[config.mk]
export PLATFORM = sky130hd
export DESIGN_NAME = spgp_port
export DESIGN_NICKNAME = d
export VERILOG_FILES = /design/src/shared/spgp_pkg.sv /design/src/spgp_pin_mux.sv /design/src/spgp_port.sv
export SDC_FILE = /design/constraint.sdc
export NUM_CORES = 1
export LEC_CHECK = 0
export ABC_AREA = 1
export CORE_UTILIZATION = 60
export DETAILED_ROUTE_END_ITERATION = 10
export DONT_BUFFER_PORTS = 1
export PLACE_DENSITY = 0.76
export SLEW_MARGIN = 20
export SYNTH_ARGS = -nofsm -noshare
export SYNTH_HDL_FRONTEND = slang
export SYNTH_SLANG_ARGS = --single-unit
[constraint.sdc]
create_clock -name ref_clk -period 2.2 [get_ports ref_clk]
set_input_delay 0.44 -clock ref_clk [delete_from_list [all_inputs] [get_ports ref_clk]]
set_output_delay 0.44 -clock ref_clk [all_outputs]
set_load 0.01 [all_outputs]
[src/shared/spgp_pkg.sv]
// Package: register map, field layout and reset values of the GPIO port
`default_nettype none
package spgp_pkg;
    // ***********************************************************
    // Register map
    // ***********************************************************
    localparam logic [11:0] SPGP_FUNC_OFFSET = 12'h418; // Function select
    localparam logic [11:0] SPGP_DIR_OFFSET  = 12'h41c; // Direction config
    localparam logic [11:0] SPGP_VAL_OFFSET  = 12'h420; // Pin value
    localparam int          SPGP_PINS        = 16;      // Pin count
    localparam int          SPGP_FIELD_LSB   = 0;       // Live field low bit
    localparam logic [15:0] SPGP_FUNC_RESET  = 16'h0000; // All plain I/O
    localparam logic [15:0] SPGP_DIR_RESET   = 16'h0000; // All inputs
    localparam logic [15:0] SPGP_OUT_RESET   = 16'h0000; // Output latch
    localparam logic [15:0] SPGP_RSVD_VALUE  = 16'h0000; // Bits 31:16

    // ***********************************************************
    // Bus carriers
    // ***********************************************************
    typedef struct packed {
        logic [11:0] addr;  // Byte address
        logic [31:0] wdata; // Write data
        logic        wr;    // Write strobe
        logic        rd;    // Read strobe
    } spgp_req_t;

    typedef struct packed {
        logic [15:0] oe;    // Per-pin output enable
        logic [15:0] o;     // Per-pin output level
    } spgp_drive_t;
endpackage
`default_nettype wire

[src/spgp_pin_mux.sv]
// Module: per-pin mux choosing plain I/O or alternate-function drive
`default_nettype none
module spgp_pin_mux
    import spgp_pkg::*;
(
    input  wire logic func_sel, // One selects alternate function
    input  wire logic dir_out,  // One makes plain I/O an output
    input  wire logic gpio_val, // Plain I/O output latch
    input  wire logic alt_oe,   // Alternate function enable
    input  wire logic alt_o,    // Alternate function level
    output logic      pin_oe,   // Resulting pin enable
    output logic      pin_o     // Resulting pin level
);
    // *************************************************************
    // Selection
    // *************************************************************
    // Alternate function owns the pin; direction bit ignored
    always_comb begin
        if (func_sel) begin
            pin_oe = alt_oe;
            pin_o  = alt_o;
        end else begin
            pin_oe = dir_out;
            pin_o  = gpio_val;
        end
    end
endmodule // spgp_pin_mux
`default_nettype wire

[src/spgp_port.sv]
// Module: sixteen pin GPIO port with register access
//
// The address-and-strobe port was decided locally.
`default_nettype none
// What this block does
// Function bit one selects alternate function
// Direction bit one makes plain pin output
// Alternate pins ignore their direction bit
// Value read returns live level of pins
// Value write drives only plain output pins
// Function select resets to zero
// Direction config resets to zero
// Bits 31:16 read zero, writes ignored
module spgp_port
    import spgp_pkg::*;
#(
    parameter int PINS = SPGP_PINS // Pin count
) (
    input  wire logic        ref_clk,    // Core clock, 50 MHz
    input  wire logic        resetn,     // Async reset, active low
    input  wire logic [11:0] addr,       // Register byte address
    input  wire logic [31:0] wdata,      // Write data
    input  wire logic        wr,         // Write strobe
    input  wire logic        rd,         // Read strobe
    output logic      [31:0] rdata,      // Read data, cycle after rd
    input  wire logic [15:0] pin_i,      // Live pin levels
    output logic      [15:0] pin_o,      // Pin drive levels
    output logic      [15:0] pin_oe,     // Pin drive enables
    input  wire logic [15:0] alt_o,      // Alternate function levels
    input  wire logic [15:0] alt_oe      // Alternate function enables
);
    // *************************************************************
    // State
    // *************************************************************
    spgp_req_t   req;          // Gathered bus request
    logic [15:0] func_sel;     // Function select field
    logic [15:0] dir_cfg;      // Direction config field
    logic [15:0] out_latch;    // Output value latch
    logic [31:0] next_rdata;   // Next read data
    logic [15:0] next_func;    // Next function select
    logic [15:0] next_dir;     // Next direction config
    logic [15:0] next_out;     // Next output latch
    spgp_drive_t mux_drive;    // Combined pin drive
    spgp_drive_t next_drive;   // Drive to register

    assign req = '{addr: addr, wdata: wdata, wr: wr, rd: rd};

    // *************************************************************
    // Register writes
    // *************************************************************
    // Only low 16 bits are stored, upper write bits dropped
    always_comb begin
        next_func = func_sel;
        next_dir  = dir_cfg;
        next_out  = out_latch;
        if (req.wr) begin
            unique case (req.addr)
                SPGP_FUNC_OFFSET: begin
                    next_func = req.wdata[15:0];
                end
                SPGP_DIR_OFFSET: begin
                    next_dir = req.wdata[15:0];
                end
                SPGP_VAL_OFFSET: begin
                    // Latch all bits; only plain outputs reach pins
                    next_out = req.wdata[15:0];
                end
                default: begin
                    // Unmapped address: write ignored
                end
            endcase
        end
    end

    // *************************************************************
    // Read mux
    // *************************************************************
    // Upper half is reserved and reads zero
    always_comb begin
        next_rdata = 32'h0000_0000;
        if (req.rd) begin
            unique case (req.addr)
                SPGP_FUNC_OFFSET: next_rdata = {SPGP_RSVD_VALUE, func_sel};
                SPGP_DIR_OFFSET:  next_rdata = {SPGP_RSVD_VALUE, dir_cfg};
                SPGP_VAL_OFFSET: next_rdata = {SPGP_RSVD_VALUE, pin_i};
                default:          next_rdata = 32'h0000_0000;
            endcase
        end
    end

    // *************************************************************
    // Pin muxes
    // *************************************************************
    // One mux per pin; outputs registered below
    for (genvar g = 0; g < PINS; g++) begin : g_pin
        spgp_pin_mux u_mux (
            .func_sel (next_func[g]),
            .dir_out  (next_dir[g]),
            .gpio_val (next_out[g]),
            .alt_oe   (alt_oe[g]),
            .alt_o    (alt_o[g]),
            .pin_oe   (mux_drive.oe[g]),
            .pin_o    (mux_drive.o[g])
        );
    end

    always_comb begin
        next_drive = mux_drive;
    end

    // *************************************************************
    // Registers
    // *************************************************************
    // Reset leaves every pin a plain input, nothing driven
    always_ff @(posedge ref_clk or negedge resetn) begin
        if (!resetn) begin
            func_sel  <= SPGP_FUNC_RESET;
            dir_cfg   <= SPGP_DIR_RESET;
            out_latch <= SPGP_OUT_RESET;
            rdata     <= 32'h0000_0000;
            pin_o     <= 16'h0000;
            pin_oe    <= 16'h0000;
        end else begin
            func_sel  <= next_func;
            dir_cfg   <= next_dir;
            out_latch <= next_out;
            rdata     <= next_rdata;
            pin_o     <= next_drive.o;
            pin_oe    <= next_drive.oe;
        end
    end

    // *************************************************************
    // Assertions
    // *************************************************************
    property p_func_route;
        @(posedge ref_clk) disable iff (!resetn)
        ##1 (func_sel[0] && $past(alt_oe[0]) ) |-> pin_oe[0];
    endproperty
    a_func_route: assert property (p_func_route)
        else $error("Alternate pin not following its function");

    property p_dir_out;
        @(posedge ref_clk) disable iff (!resetn)
        (!func_sel[0]) |-> (pin_oe[0] == dir_cfg[0]);
    endproperty
    a_dir_out: assert property (p_dir_out)
        else $error("Plain pin enable differs from direction bit");

    property p_alt_ignores_dir;
        @(posedge ref_clk) disable iff (!resetn)
        ##1 func_sel[1] |-> (pin_oe[1] == $past(alt_oe[1])
                             && pin_o[1] == $past(alt_o[1]));
    endproperty
    a_alt_ignores_dir: assert property (p_alt_ignores_dir)
        else $error("Alternate pin influenced by direction bit");

    property p_read_live;
        @(posedge ref_clk) disable iff (!resetn)
        (rd && addr == SPGP_VAL_OFFSET) |=> (rdata[15:0] == $past(pin_i));
    endproperty
    a_read_live: assert property (p_read_live)
        else $error("Value read not equal to live pins");

    property p_write_drive;
        @(posedge ref_clk) disable iff (!resetn)
        (wr && addr == SPGP_VAL_OFFSET && !func_sel[2] && dir_cfg[2]
         && !(wr && addr == SPGP_FUNC_OFFSET))
        |=> (pin_o[2] == $past(wdata[2]) && pin_oe[2]);
    endproperty
    a_write_drive: assert property (p_write_drive)
        else $error("Written value not driven on plain output");

    property p_plain_input_quiet;
        @(posedge ref_clk) disable iff (!resetn)
        (!func_sel[3] && !dir_cfg[3]) |-> !pin_oe[3];
    endproperty
    a_plain_input_quiet: assert property (p_plain_input_quiet)
        else $error("Plain input pin is driven");

    property p_reset_func;
        @(posedge ref_clk) $rose(resetn) |-> (func_sel == 16'h0000);
    endproperty
    a_reset_func: assert property (p_reset_func)
        else $error("Function select not zero after reset");

    property p_reset_dir;
        @(posedge ref_clk) $rose(resetn) |-> (dir_cfg == 16'h0000);
    endproperty
    a_reset_dir: assert property (p_reset_dir)
        else $error("Direction config not zero after reset");

    property p_rsvd_zero;
        @(posedge ref_clk) disable iff (!resetn)
        rdata[31:16] == 16'h0000;
    endproperty
    a_rsvd_zero: assert property (p_rsvd_zero)
        else $error("Reserved bits read nonzero");

    // *************************************************************
    // Register update checks
    // *************************************************************
    // Live low half of a write lands one edge later
    property p_func_write;
        @(posedge ref_clk) disable iff (!resetn)
        (wr && addr == SPGP_FUNC_OFFSET)
        |=> (func_sel == $past(wdata[15:0]));
    endproperty
    a_func_write: assert property (p_func_write)
        else $error("Function select write did not land");

    // Direction bits follow the same path
    property p_dir_write;
        @(posedge ref_clk) disable iff (!resetn)
        (wr && addr == SPGP_DIR_OFFSET)
        |=> (dir_cfg == $past(wdata[15:0]));
    endproperty
    a_dir_write: assert property (p_dir_write)
        else $error("Direction config write did not land");

    // Latch keeps all bits, even for input pins
    property p_val_latch;
        @(posedge ref_clk) disable iff (!resetn)
        (wr && addr == SPGP_VAL_OFFSET)
        |=> (out_latch == $past(wdata[15:0]));
    endproperty
    a_val_latch: assert property (p_val_latch)
        else $error("Value write not latched");

    // Unmapped write must leave every field alone
    property p_unmapped_write;
        @(posedge ref_clk) disable iff (!resetn)
        (wr && addr != SPGP_FUNC_OFFSET && addr != SPGP_DIR_OFFSET
         && addr != SPGP_VAL_OFFSET)
        |=> ($stable(func_sel) && $stable(dir_cfg) && $stable(out_latch));
    endproperty
    a_unmapped_write: assert property (p_unmapped_write)
        else $error("Unmapped write changed a field");

    // Read data stands one cycle only, zero otherwise
    property p_rdata_idle;
        @(posedge ref_clk) disable iff (!resetn)
        !rd |=> (rdata == 32'h0000_0000);
    endproperty
    a_rdata_idle: assert property (p_rdata_idle)
        else $error("Read data not zero outside a read");

    // Released reset leaves nothing driven
    property p_reset_pins;
        @(posedge ref_clk) $rose(resetn) |-> (pin_oe == 16'h0000);
    endproperty
    a_reset_pins: assert property (p_reset_pins)
        else $error("Pin driven straight after reset");

    // *************************************************************
    // Per-pin checks
    // *************************************************************
    // Every pin gets the same four checks, not just a sample of them
    // Scoped names keep each pin's labels apart
    for (genvar k = 0; k < PINS; k++) begin : g_chk
        // Alternate pins copy the function's drive, one edge late
        property p_pin_alt;
            @(posedge ref_clk) disable iff (!resetn)
            ##1 func_sel[k] |-> (pin_oe[k] == $past(alt_oe[k])
                                 && pin_o[k] == $past(alt_o[k]));
        endproperty
        a_pin_alt: assert property (p_pin_alt)
            else $error("Alternate pin drive mismatch");

        // Plain pins take their enable from the direction bit
        property p_pin_plain;
            @(posedge ref_clk) disable iff (!resetn)
            !func_sel[k] |-> (pin_oe[k] == dir_cfg[k]);
        endproperty
        a_pin_plain: assert property (p_pin_plain)
            else $error("Plain pin enable mismatch");

        // Plain outputs show the latched value
        property p_pin_level;
            @(posedge ref_clk) disable iff (!resetn)
            (!func_sel[k] && dir_cfg[k]) |-> (pin_o[k] == out_latch[k]);
        endproperty
        a_pin_level: assert property (p_pin_level)
            else $error("Plain output level mismatch");

        // Plain inputs stay undriven whatever was written
        property p_pin_quiet;
            @(posedge ref_clk) disable iff (!resetn)
            (!func_sel[k] && !dir_cfg[k]) |-> !pin_oe[k];
        endproperty
        a_pin_quiet: assert property (p_pin_quiet)
            else $error("Plain input pin driven");
    end

    c_write_func: cover property (@(posedge ref_clk) disable iff (!resetn)
        wr && addr == SPGP_FUNC_OFFSET);
    c_read_val: cover property (@(posedge ref_clk) disable iff (!resetn)
        rd && addr == SPGP_VAL_OFFSET);
    c_drive_out: cover property (@(posedge ref_clk) disable iff (!resetn)
        pin_oe[2] && !func_sel[2]);
    // Alternate function seen owning a pin
    c_alt_pin: cover property (@(posedge ref_clk) disable iff (!resetn)
        func_sel[0] && pin_oe[0]);
endmodule // spgp_port
`default_nettype wire

==> results of run 1 <==
[cell usage in the layout, fill, tap and decap left out, types with 2 or more instances in the layout]
cell / instances
nand3_1: 64
inv_1: 66
dfrtp_1: 96
nor2_4: 2
nand3_2: 5
clkinv_2: 3
buf_4: 12
nand2_2: 13
nor2_1: 54
nand2_1: 171
nor2_2: 2
clkbuf_8: 10
nand4_1: 48
conb_1: 16
[how the worst max path moves through the flow]
| stage | startpoint | slack [ps] | endpoint |
|---|---|---|---|
| finish | addr[10] | 510 | pin_oe[0] |
| global route | addr[7] | 360 | pin_oe[8] |
| CTS | addr[10] | 510 | pin_oe[0] |
| detailed placement | addr[10] | 140 | pin_oe[3] |
| global placement | addr[10] | 210 | pin_oe[8] |
| floorplan | addr[10] | 690 | pin_o[10] |
[stage by stage]
stage	cells	setup slack [ps]	hold slack, ps
3_5_place_dp	651	145	147
2_1_floorplan	581	690	144
6_report	667	512	-228
3_3_place_gp	651	207	146
5_1_grt	667	360	-253
4_1_cts	667	514	-235
[kinds of logic after synthesis]
kind of cell | count (synthesis) | share of synthesized area [%]
buffers and inverters | 108 | 11.4
other | 1 | 0.0818
flip-flops | 96 | 52.4
AND/OR/NAND/NOR | 361 | 36.2
[power by group]
group          internal, uW  switching, uW
Combinational          32.2           61.2
Sequential             1800           28.3
Clock                   442            609
Total                  2270            699
[routing by layer]
metal	share of wire, %	wire, um
met5	0	0
met4	1.0	108
met3	8.9	952
met2	50	5300
met1	40	4290
[registers in the layout, indices dropped and copies added, names as in the netlist]
name,cells
dir_cfg,16
func_sel,16
out_latch,16
pin_o,16
pin_oe,16
rdata,16
[layout make-up]
type / instances / area (um^2) / area share, %
timing repair buffer: 12 / 90.1 / 1.89
clock inverter: 5 / 31.3 / 0.657
clock buffer: 11 / 141 / 2.97
sequential: 96 / 2400 / 50.5
tap: 99 / 124 / 2.60
inverter: 67 / 251 / 5.28
multi-input combinational: 377 / 1720 / 36.1
[critical path, delay by kind of cell]
| kind | cells | cell delay, ps |
|---|---|---|
| buf+inv | 1 | 20 |
| simple gates | 8 | 1470 |
==> impl_metrics.csv, run 1 <==
group,metric,value,unit
run_status,status,"finished with violations",
run_status,failed_checks,"hold timing",
layout,finish.utilization,64.9,%
clock_tree,cts_root_buffer,"clkbuf_8",
grt,grt_pass1_wl,16900,um
worst_setup_path,cp_max_fo,16,
sta,hold_ws,-228,ps
die,core-area,7330,um^2
sta,finalHoldViolations,96,
drt,num_vias,3628,
sta,fmax,0.592,GHz
worst_setup_path,crit_path_top_delay_cell,"nand3_2",
clock_tree,postCtsSetupRepairBufs,0,
synthesis,ys_ff_latch,96,
layout,drive_gt1_share,9.15,%
grt,antenna_found_initial,0,
synthesis,ys_warn_count,0,
worst_setup_path,worst-setup-path-type,"input pin to flip-flop",
worst_setup_path,reg2reg_depth,5,
placement,dp_hpwl,7150,um
worst_setup_path,required,2450,ps
synthesis,ys.flop_type,"dfrtp_1",
die,dieHeight,89.4,um
grt,grtUsageMet3,6.93,%
worst_setup_path,r2r_start,"func_sel[1]",
worst_setup_path,cp-end-kind,"flip-flop",
power_and_ir_drop,leakage,0.00259,uW
drt,drt_first_pass_iters,7,
layout,syn2layout_area_growth,3.79,%
synthesis,yosysMostFrequentCell,"nand2_1",
clock_tree,clk-insertion-delay-late,350,ps
layout,fin_nets,659,
sta,fin_crit,1690,ps
clock_tree,cts_max_path_buffers,2,
synthesis,syn_avg_cell_area,8.10,um^2
clock_tree,cts_tree,"done",
clock_tree,clk_pin_slew,100,ps
sta,setup_violations,0,
sta,fin_skew,12.7,ps
synthesis,ys_top_cells_by_count,"nand2_1 (171), dfrtp_1 (96), inv_1 (66)",
grt,grt_use_met2,48.4,%
drt,wl_per_cell,16.0,um
die,die_area,8000,um^2
worst_setup_path,worst_setup_path_start_kind,"input pin",
power_and_ir_drop,vdd_drop_max,369,uV
grt,met1_usage,37.3,%
die,fp-row-count,31,
placement,gp_congestion,0.826,
power_and_ir_drop,pwr_density_cell,624,nW/um^2
synthesis,synth_area_leaders,"dfrtp_1 (52%), nand2_1 (14%), nand3_1 (7.0%)",
die,io_pins,160,
sta,tns,0,ps
worst_setup_path,r2r_end,"pin_o[1]",
placement,dpl-instance-area,4590,um^2
grt,grt_max_degree,97,
worst_setup_path,crit_chain,"inv_1 -> nor2_1 -> nand2_2 -> nor2_4 -> nand3_2 -> nand2_1 -> nand2_1 -> nand2_1 -> nand2_1",
drt,drcViolationCount,0,
clock_tree,cts.repair.resized,0,
worst_setup_path,cp.arrival,1940,ps
sta,finalMaxSlewViolations,0,
synthesis,syn_inst,566,
layout,antenna_cells,0,
placement,port_buffers,0,
synthesis,ys_types,18,
drt,wirelength,10700,um
grt,grt_use_total,28.7,%
worst_setup_path,path_common_cell,"nand2_1",
sta,fin_crit_sh,76.7,%
min_path,hold_class,"input pin to async pin",
clock_tree,htreeDepth,3,
drt,final_antenna_net_count,0,
worst_setup_path,max_stage_delay,460,ps
drt,drtIter0Drc,232,
clock_tree,clock_sinks,96,
synthesis,synth-async-reset-ratio,100,%
power_and_ir_drop,power,2970,uW
sta,rsz0062_at_grt,"false",
die,start_util,62.6,%
grt,busiest_layer,"met2",
layout,fin_area,4760,um^2
synthesis,synth.largest_area_cell,"dfrtp_1",
drt,via_per_inst,5.44,
flow_run,max_cap_viol_count,0,
grt,overflow,0,
clock_tree,cts_made_buffers,9,
grt,grt_pass1_vias,3521,
synthesis,ys_seq_area_share,52.4,%
worst_setup_path,rrSetupSlack,1340,ps
layout,fill_cells,626,
synthesis,synth_top_area_share,52.4,%
synthesis,synth_edf_count,0,
die,die_w,89.4,um
synthesis,syn-cell-area,4590,um^2
Power figures use the tool's default switching activity.
==> run 2: changes to the inputs <==
Settings changed: CORE_UTILIZATION 60 to 57, PLACE_DENSITY 0.76 to 0.75.
Clock period 2.2 ns to 1.47 ns, I/O delays scaled along.
==> impl_metrics.csv, run 2 (synthesis results as in run 1) <==
group,metric,value,unit
drt,final_antenna_net_count,0,
drt,wl_per_cell,16.0,um
power_and_ir_drop,pwr_density_cell,945,nW/um^2
sta,fin_skew,8.11,ps
sta,fin_crit_sh,77.0,%
layout,drive_gt1_share,12.0,%
worst_setup_path,worst_setup_path_start_kind,"input pin",
worst_setup_path,crit_path_top_delay_cell,"nor2_2",
sta,hold_ws,-388,ps
power_and_ir_drop,leakage,0.00269,uW
sta,rsz0062_at_grt,"false",
worst_setup_path,rrSetupSlack,630,ps
sta,fin_crit,1130,ps
drt,drcViolationCount,0,
grt,grt_pass1_vias,3570,
drt,wl_met3,843,um
grt,grt_max_degree,97,
clock_tree,cts_made_buffers,9,
sta,tns,0,ps
die,io_pins,160,
die,core-area,7770,um^2
layout,syn2layout_area_growth,7.50,%
grt,antenna_found_initial,0,
worst_setup_path,worst_path_dominant_cell_family,"simple AND/OR/NAND/NOR gates",
worst_setup_path,worst-setup-path-type,"input pin to flip-flop",
clock_tree,cts_root_buffer,"clkbuf_8",
placement,placedCellCount,672,
worst_setup_path,cp_max_fo,16,
layout,antenna_cells,0,
worst_setup_path,path_buf_inv,0,
worst_setup_path,required,1760,ps
clock_tree,clock_sinks,96,
run_status,failed_checks,"hold timing",
grt,overflow,0,
drt,wl_met1,4620,um
placement,port_buffers,0,
placement,dp_hpwl,7720,um
drt,wirelength,11000,um
clock_tree,htreeDepth,3,
die,start_util,59.0,%
grt,grt_use_total,28.3,%
flow_run,max_cap_viol_count,0,
power_and_ir_drop,vdd_drop_max,524,uV
layout,fin_nets,677,
layout,fill_cells,689,
clock_tree,clk-insertion-delay-late,360,ps
min_path,hold_class,"input pin to async pin",
clock_tree,cts_max_path_buffers,2,
worst_setup_path,r2r_start,"func_sel[1]",
die,fp-row-count,32,
sta,setup_violations,0,
clock_tree,cts_tree,"done",
drt,top_layer,"met4",
grt,grt_pass1_wl,18000,um
die,dieHeight,91.7,um
layout,final_common_cell,"nand2_1",
run_status,status,"finished with violations",
drt,routed-wl-met2,5250,um
sta,fmax,0.884,GHz
worst_setup_path,cp-end-kind,"flip-flop",
layout,layout_common_cells,"nand2_1 (171), dfrtp_1 (96), inv_1 (66)",
die,die_w,91.7,um
placement,gp_congestion,0.862,
worst_setup_path,max_stage_delay,250,ps
worst_setup_path,cp.arrival,1420,ps
drt,via_per_inst,5.36,
sta,finalMaxSlewViolations,0,
clock_tree,clk_pin_slew,90,ps
drt,drtIter0Drc,213,
worst_setup_path,crit_chain,"nor2_1 -> nand2_1 -> nor2_2 -> nand2_1 -> nand3_2 -> nand2_2 -> nor2_1",
die,die_area,8410,um^2
drt,num_vias,3679,
sta,finalHoldViolations,96,
worst_setup_path,reg2reg_depth,5,
layout,stdcell_count,687,
drt,drt_first_pass_iters,5,
worst_setup_path,r2r_end,"pin_oe[1]",
==> run 2: changes by cell type in the layout (fill, tap and decap cells not counted), sizes merged <==
| cell | change |
|---|---|
| buf | +18 |
| bufinv | +1 |
| clkinv | -1 |
| clkinvlp | -1 |
==> run 2: how the worst max path moves through the flow <==
stage / from / to / slack (ps) / depth (start not counted)
final: addr[7] / rdata[1] / 340 / 7
after global routing: addr[1] / rdata[13] / 240 / 7
after global placement: addr[7] / pin_oe[4] / 20 / 9
after CTS: addr[7] / rdata[1] / 330 / 7
after floorplan: addr[10] / pin_o[10] / 110 / 10
after detailed placement: addr[7] / rdata[1] / -40 / 7
==> run 2: what timing repair did <==
item,in CTS,in global routing
hold endpoints to repair,96,96
buffers inserted,0,0
resized for setup,0,0
==> run 2: layout make-up <==
cell class	count	area, um^2	share of cell area [%]
flip-flops and latches	96	2400	48.7
multi-input cells	377	1720	34.9
inverters	67	251	5.10
repair buffers	30	225	4.57
clock buffers	11	151	3.07
well taps	102	128	2.59
clock inverters	4	52.6	1.07
==> run 2: metrics by stage <==
| stage | hold slack, ps | area, um^2 | total power (uW) | worst slack (ps) | utilization, % |
|---|---|---|---|---|---|
| finish | -388 | 4930 | 4660 | 339 | 63.5 |
| global route | -421 | 4930 | 4840 | 243 | 63.5 |
| CTS | -402 | 4930 | 4700 | 325 | 63.5 |
| detailed placement | 0.349 | 4730 | 2930 | -40.1 | 60.8 |
| global placement | 0.738 | 4730 | 2920 | 16.7 | 60.8 |
| floorplan | -1.59 | 4640 | 2950 | 106 | - |
==> run 2: layer usage <==
metal	GRT usage, %	up-vias
met5	0	-
met4	12.8	0
met3	8.04	25
met2	46.2	155
met1	35.2	1713
li1	-	1786
==> run 2: power breakdown <==
part | switching [uW] | leakage [uW] | internal, uW
Combinational | 93.5 | 0.00140 | 53.0
Clock | 905 | 0.000106 | 877
Sequential | 42.3 | 0.00118 | 2690
==> run 3: changes to the inputs <==
Settings changed: ABC_AREA 1 to 0.
Clock period 1.47 ns to 0.91 ns, I/O delays scaled along.
==> impl_metrics.csv, run 3 <==
group,metric,value,unit
synthesis,syn_avg_cell_area,9.73,um^2
worst_setup_path,cp.arrival,1630,ps
grt,grt_max_degree,97,
synthesis,ys_ff_latch,96,
die,core-area,7850,um^2
die,start_util,59.7,%
drt,via_per_inst,6.59,
grt,grt_pass1_wl,21700,um
synthesis,synth.largest_area_cell,"dfrtp_1",
drt,num_vias,4499,
synthesis,ys_types,40,
clock_tree,clk-insertion-delay-late,370,ps
sta,fin_crit_sh,151,%
synthesis,synthMuxAreaShare,7.35,%
worst_setup_path,worst_path_dominant_cell_family,"compound AO/OA/AOI/OAI gates",
worst_setup_path,required,1170,ps
synthesis,yosysMostFrequentCell,"nand2_1",
layout,layout_common_cells,"dfrtp_1 (95), nand2_1 (76), dlygate4sd3_1 (40)",
synthesis,ys_seq_area_share,51.3,%
sta,fin_crit,1370,ps
power_and_ir_drop,power,7800,uW
synthesis,synth_area_leaders,"dfrtp_1 (51%), nand2_1 (10%), a222oi_1 (3.4%)",
sta,hold_ws,-509,ps
grt,overflow,0,
layout,final_common_cell,"dfrtp_1",
synthesis,synth_top_area_share,51.3,%
placement,dp_hpwl,8750,um
synthesis,syn-cell-area,4680,um^2
min_path,hold_class,"input pin to async pin",
layout,antenna_cells,0,
die,io_pins,160,
power_and_ir_drop,leakage,0.00318,uW
placement,port_buffers,0,
grt,grt_pass1_vias,4222,
layout,fin_area,6740,um^2
die,die_area,8580,um^2
worst_setup_path,cp_max_fo,5,
clock_tree,clk_pin_slew,100,ps
clock_tree,cts_max_path_buffers,2,
placement,dpl-instance-area,5100,um^2
worst_setup_path,max_stage_delay,440,ps
run_status,status,"finished with violations",
drt,drcViolationCount,0,
run_status,failed_checks,"hold timing, setup timing",
flow_run,max_cap_viol_count,0,
synthesis,synth_top_family_by_area,"simple AND/OR/NAND/NOR gates",
worst_setup_path,worst-setup-path-type,"flip-flop to flip-flop",
worst_setup_path,cp-end-kind,"flip-flop",
synthesis,yosys.area_share.simple,21.8,%
worst_setup_path,crit_chain,"nor2b_1 -> o21ai_0 -> a21oi_2 -> a31oi_4 -> nand2_1",
drt,wl_per_cell,25.4,um
placement,placedCellCount,605,
placement,gp_congestion,0.841,
sta,finalWorstSetupSlack,-462,ps
layout,stdcell_count,683,
synthesis,ys.flop_type,"dfrtp_1",
layout,fin_nets,673,
power_and_ir_drop,vdd_drop_max,661,uV
placement,dp_slack,-753,ps
clock_tree,htreeDepth,3,
sta,setup_violations,144,
synthesis,synth_compound_area_share,13.3,%
synthesis,syn_inst,481,
synthesis,synth_edf_count,0,
worst_setup_path,path_buf_inv,0,
layout,syn2layout_area_growth,44.0,%
clock_tree,clock_sinks,96,
layout,seqCellArea,2400,um^2
clock_tree,cts_made_buffers,9,
sta,finalMaxSlewViolations,0,
layout,drive_gt1_share,36.3,%
sta,rsz0062_at_grt,"true",
worst_setup_path,crit_path_top_delay_cell,"dfrtp_1",
die,dieHeight,92.6,um
sta,fmax,0.729,GHz
grt,grt_use_total,33.4,%
drt,drtIter0Drc,464,
drt,wirelength,17300,um
power_and_ir_drop,pwr_density_cell,1160,nW/um^2
clock_tree,cts_root_buffer,"clkbuf_8",
worst_setup_path,worst_setup_path_start_kind,"flip-flop",
synthesis,yosys.area_share.xor_xnor,0,%
sta,fin_skew,9.36,ps
clock_tree,cts_tree,"done",
synthesis,ys_top_cells_by_count,"nand2_1 (126), dfrtp_1 (96), nor2_1 (41)",
synthesis,synth-async-reset-ratio,100,%
die,fp-row-count,32,
drt,final_antenna_net_count,0,
synthesis,synth_fa_ha_area_share,0,%
drt,drt_first_pass_iters,8,
layout,fill_cells,366,
layout,multi_input_area,2710,um^2
sta,finalHoldViolations,97,
die,die_w,92.6,um
grt,antenna_found_initial,0,
synthesis,ys_warn_count,0,
==> run 3: changes by cell type in the layout (fill, tap and decap cells not counted), sizes merged, moves of 36 or more <==
cell / change
dlygate4sd3: +40
inv: -54
nand3: -68
nand4: -46
buf: +36
nand2: -58
==> run 3: worst reg2reg max path, delay by kind of cell (launching register included) <==
kind,cells,cell delay [ps]
compound gates,3,650
simple gates,2,170
flops,1,440
==> run 3: kinds of logic after synthesis <==
group / count (synthesis)
AND/OR/NAND/NOR: 216
buffers and inverters: 55
multiplexers: 29
other: 1
AO/OA/AOI/OAI: 84
flip-flops: 96
==> run 3: what timing repair did <==
action,4_1_cts,5_1_grt
hold endpoints to repair,162,101
gates cloned,3,4
endpoints found under the setup margin,144,144
pin swaps,32,50
gates resized for setup,78,95
hold buffers,35,5
setup buffers,9,9
==> run 3: layer usage <==
metal  global-route usage (%)  routed length, um  vias to the layer above
li1                         -                  -                     1844
met1                     39.9               6080                     2248
met2                     57.3               8680                      340
met3                     9.44               1820                       67
met4                     12.4                761                        0
met5                        0                  0                        -
==> run 3: worst paths after layout <==
check                              from            to  slack, ps  depth (start not counted)
max                         func_sel[5]     pin_oe[5]       -460                          5
min                              resetn      rdata[9]       -510                          0
max reg2reg                 func_sel[5]     pin_oe[5]       -460                          5
min reg2reg                out_latch[9]  out_latch[9]        500                          2
max in group asynchronous        resetn   func_sel[0]       1280                          0
min in group ref_clk          alt_o[15]     pin_o[15]          0                          2
==> run 3: area by class of cell <==
class                   instances  share of cell area [%]
clock buffers                  11                    1.95
clock inverters                 4                    1.04
inverters                      14                   0.779
multi-input cells             345                    40.2
flip-flops and latches         96                    35.6
well taps                     102                    1.89
repair buffers                111                    18.5
==> run 3: per-stage QoR <==
| stage | util [%] | TNS [ps] |
|---|---|---|
| 4_1_cts | 77.8 | -23610 |
| 6_report | 85.9 | -29200 |
| 5_1_grt | 85.9 | -33920 |
| 3_3_place_gp | 65.0 | -57390 |
| 3_5_place_dp | 65.0 | -60210 |
| 2_1_floorplan | - | -50890 |
==> run 3: where the power goes <==
part | total [uW] | switching [uW] | internal, uW
registers | 4300 | 22.6 | 4280
clock network | 3070 | 1540 | 1530
logic | 425 | 212 | 213
total | 7800 | 1780 | 6030
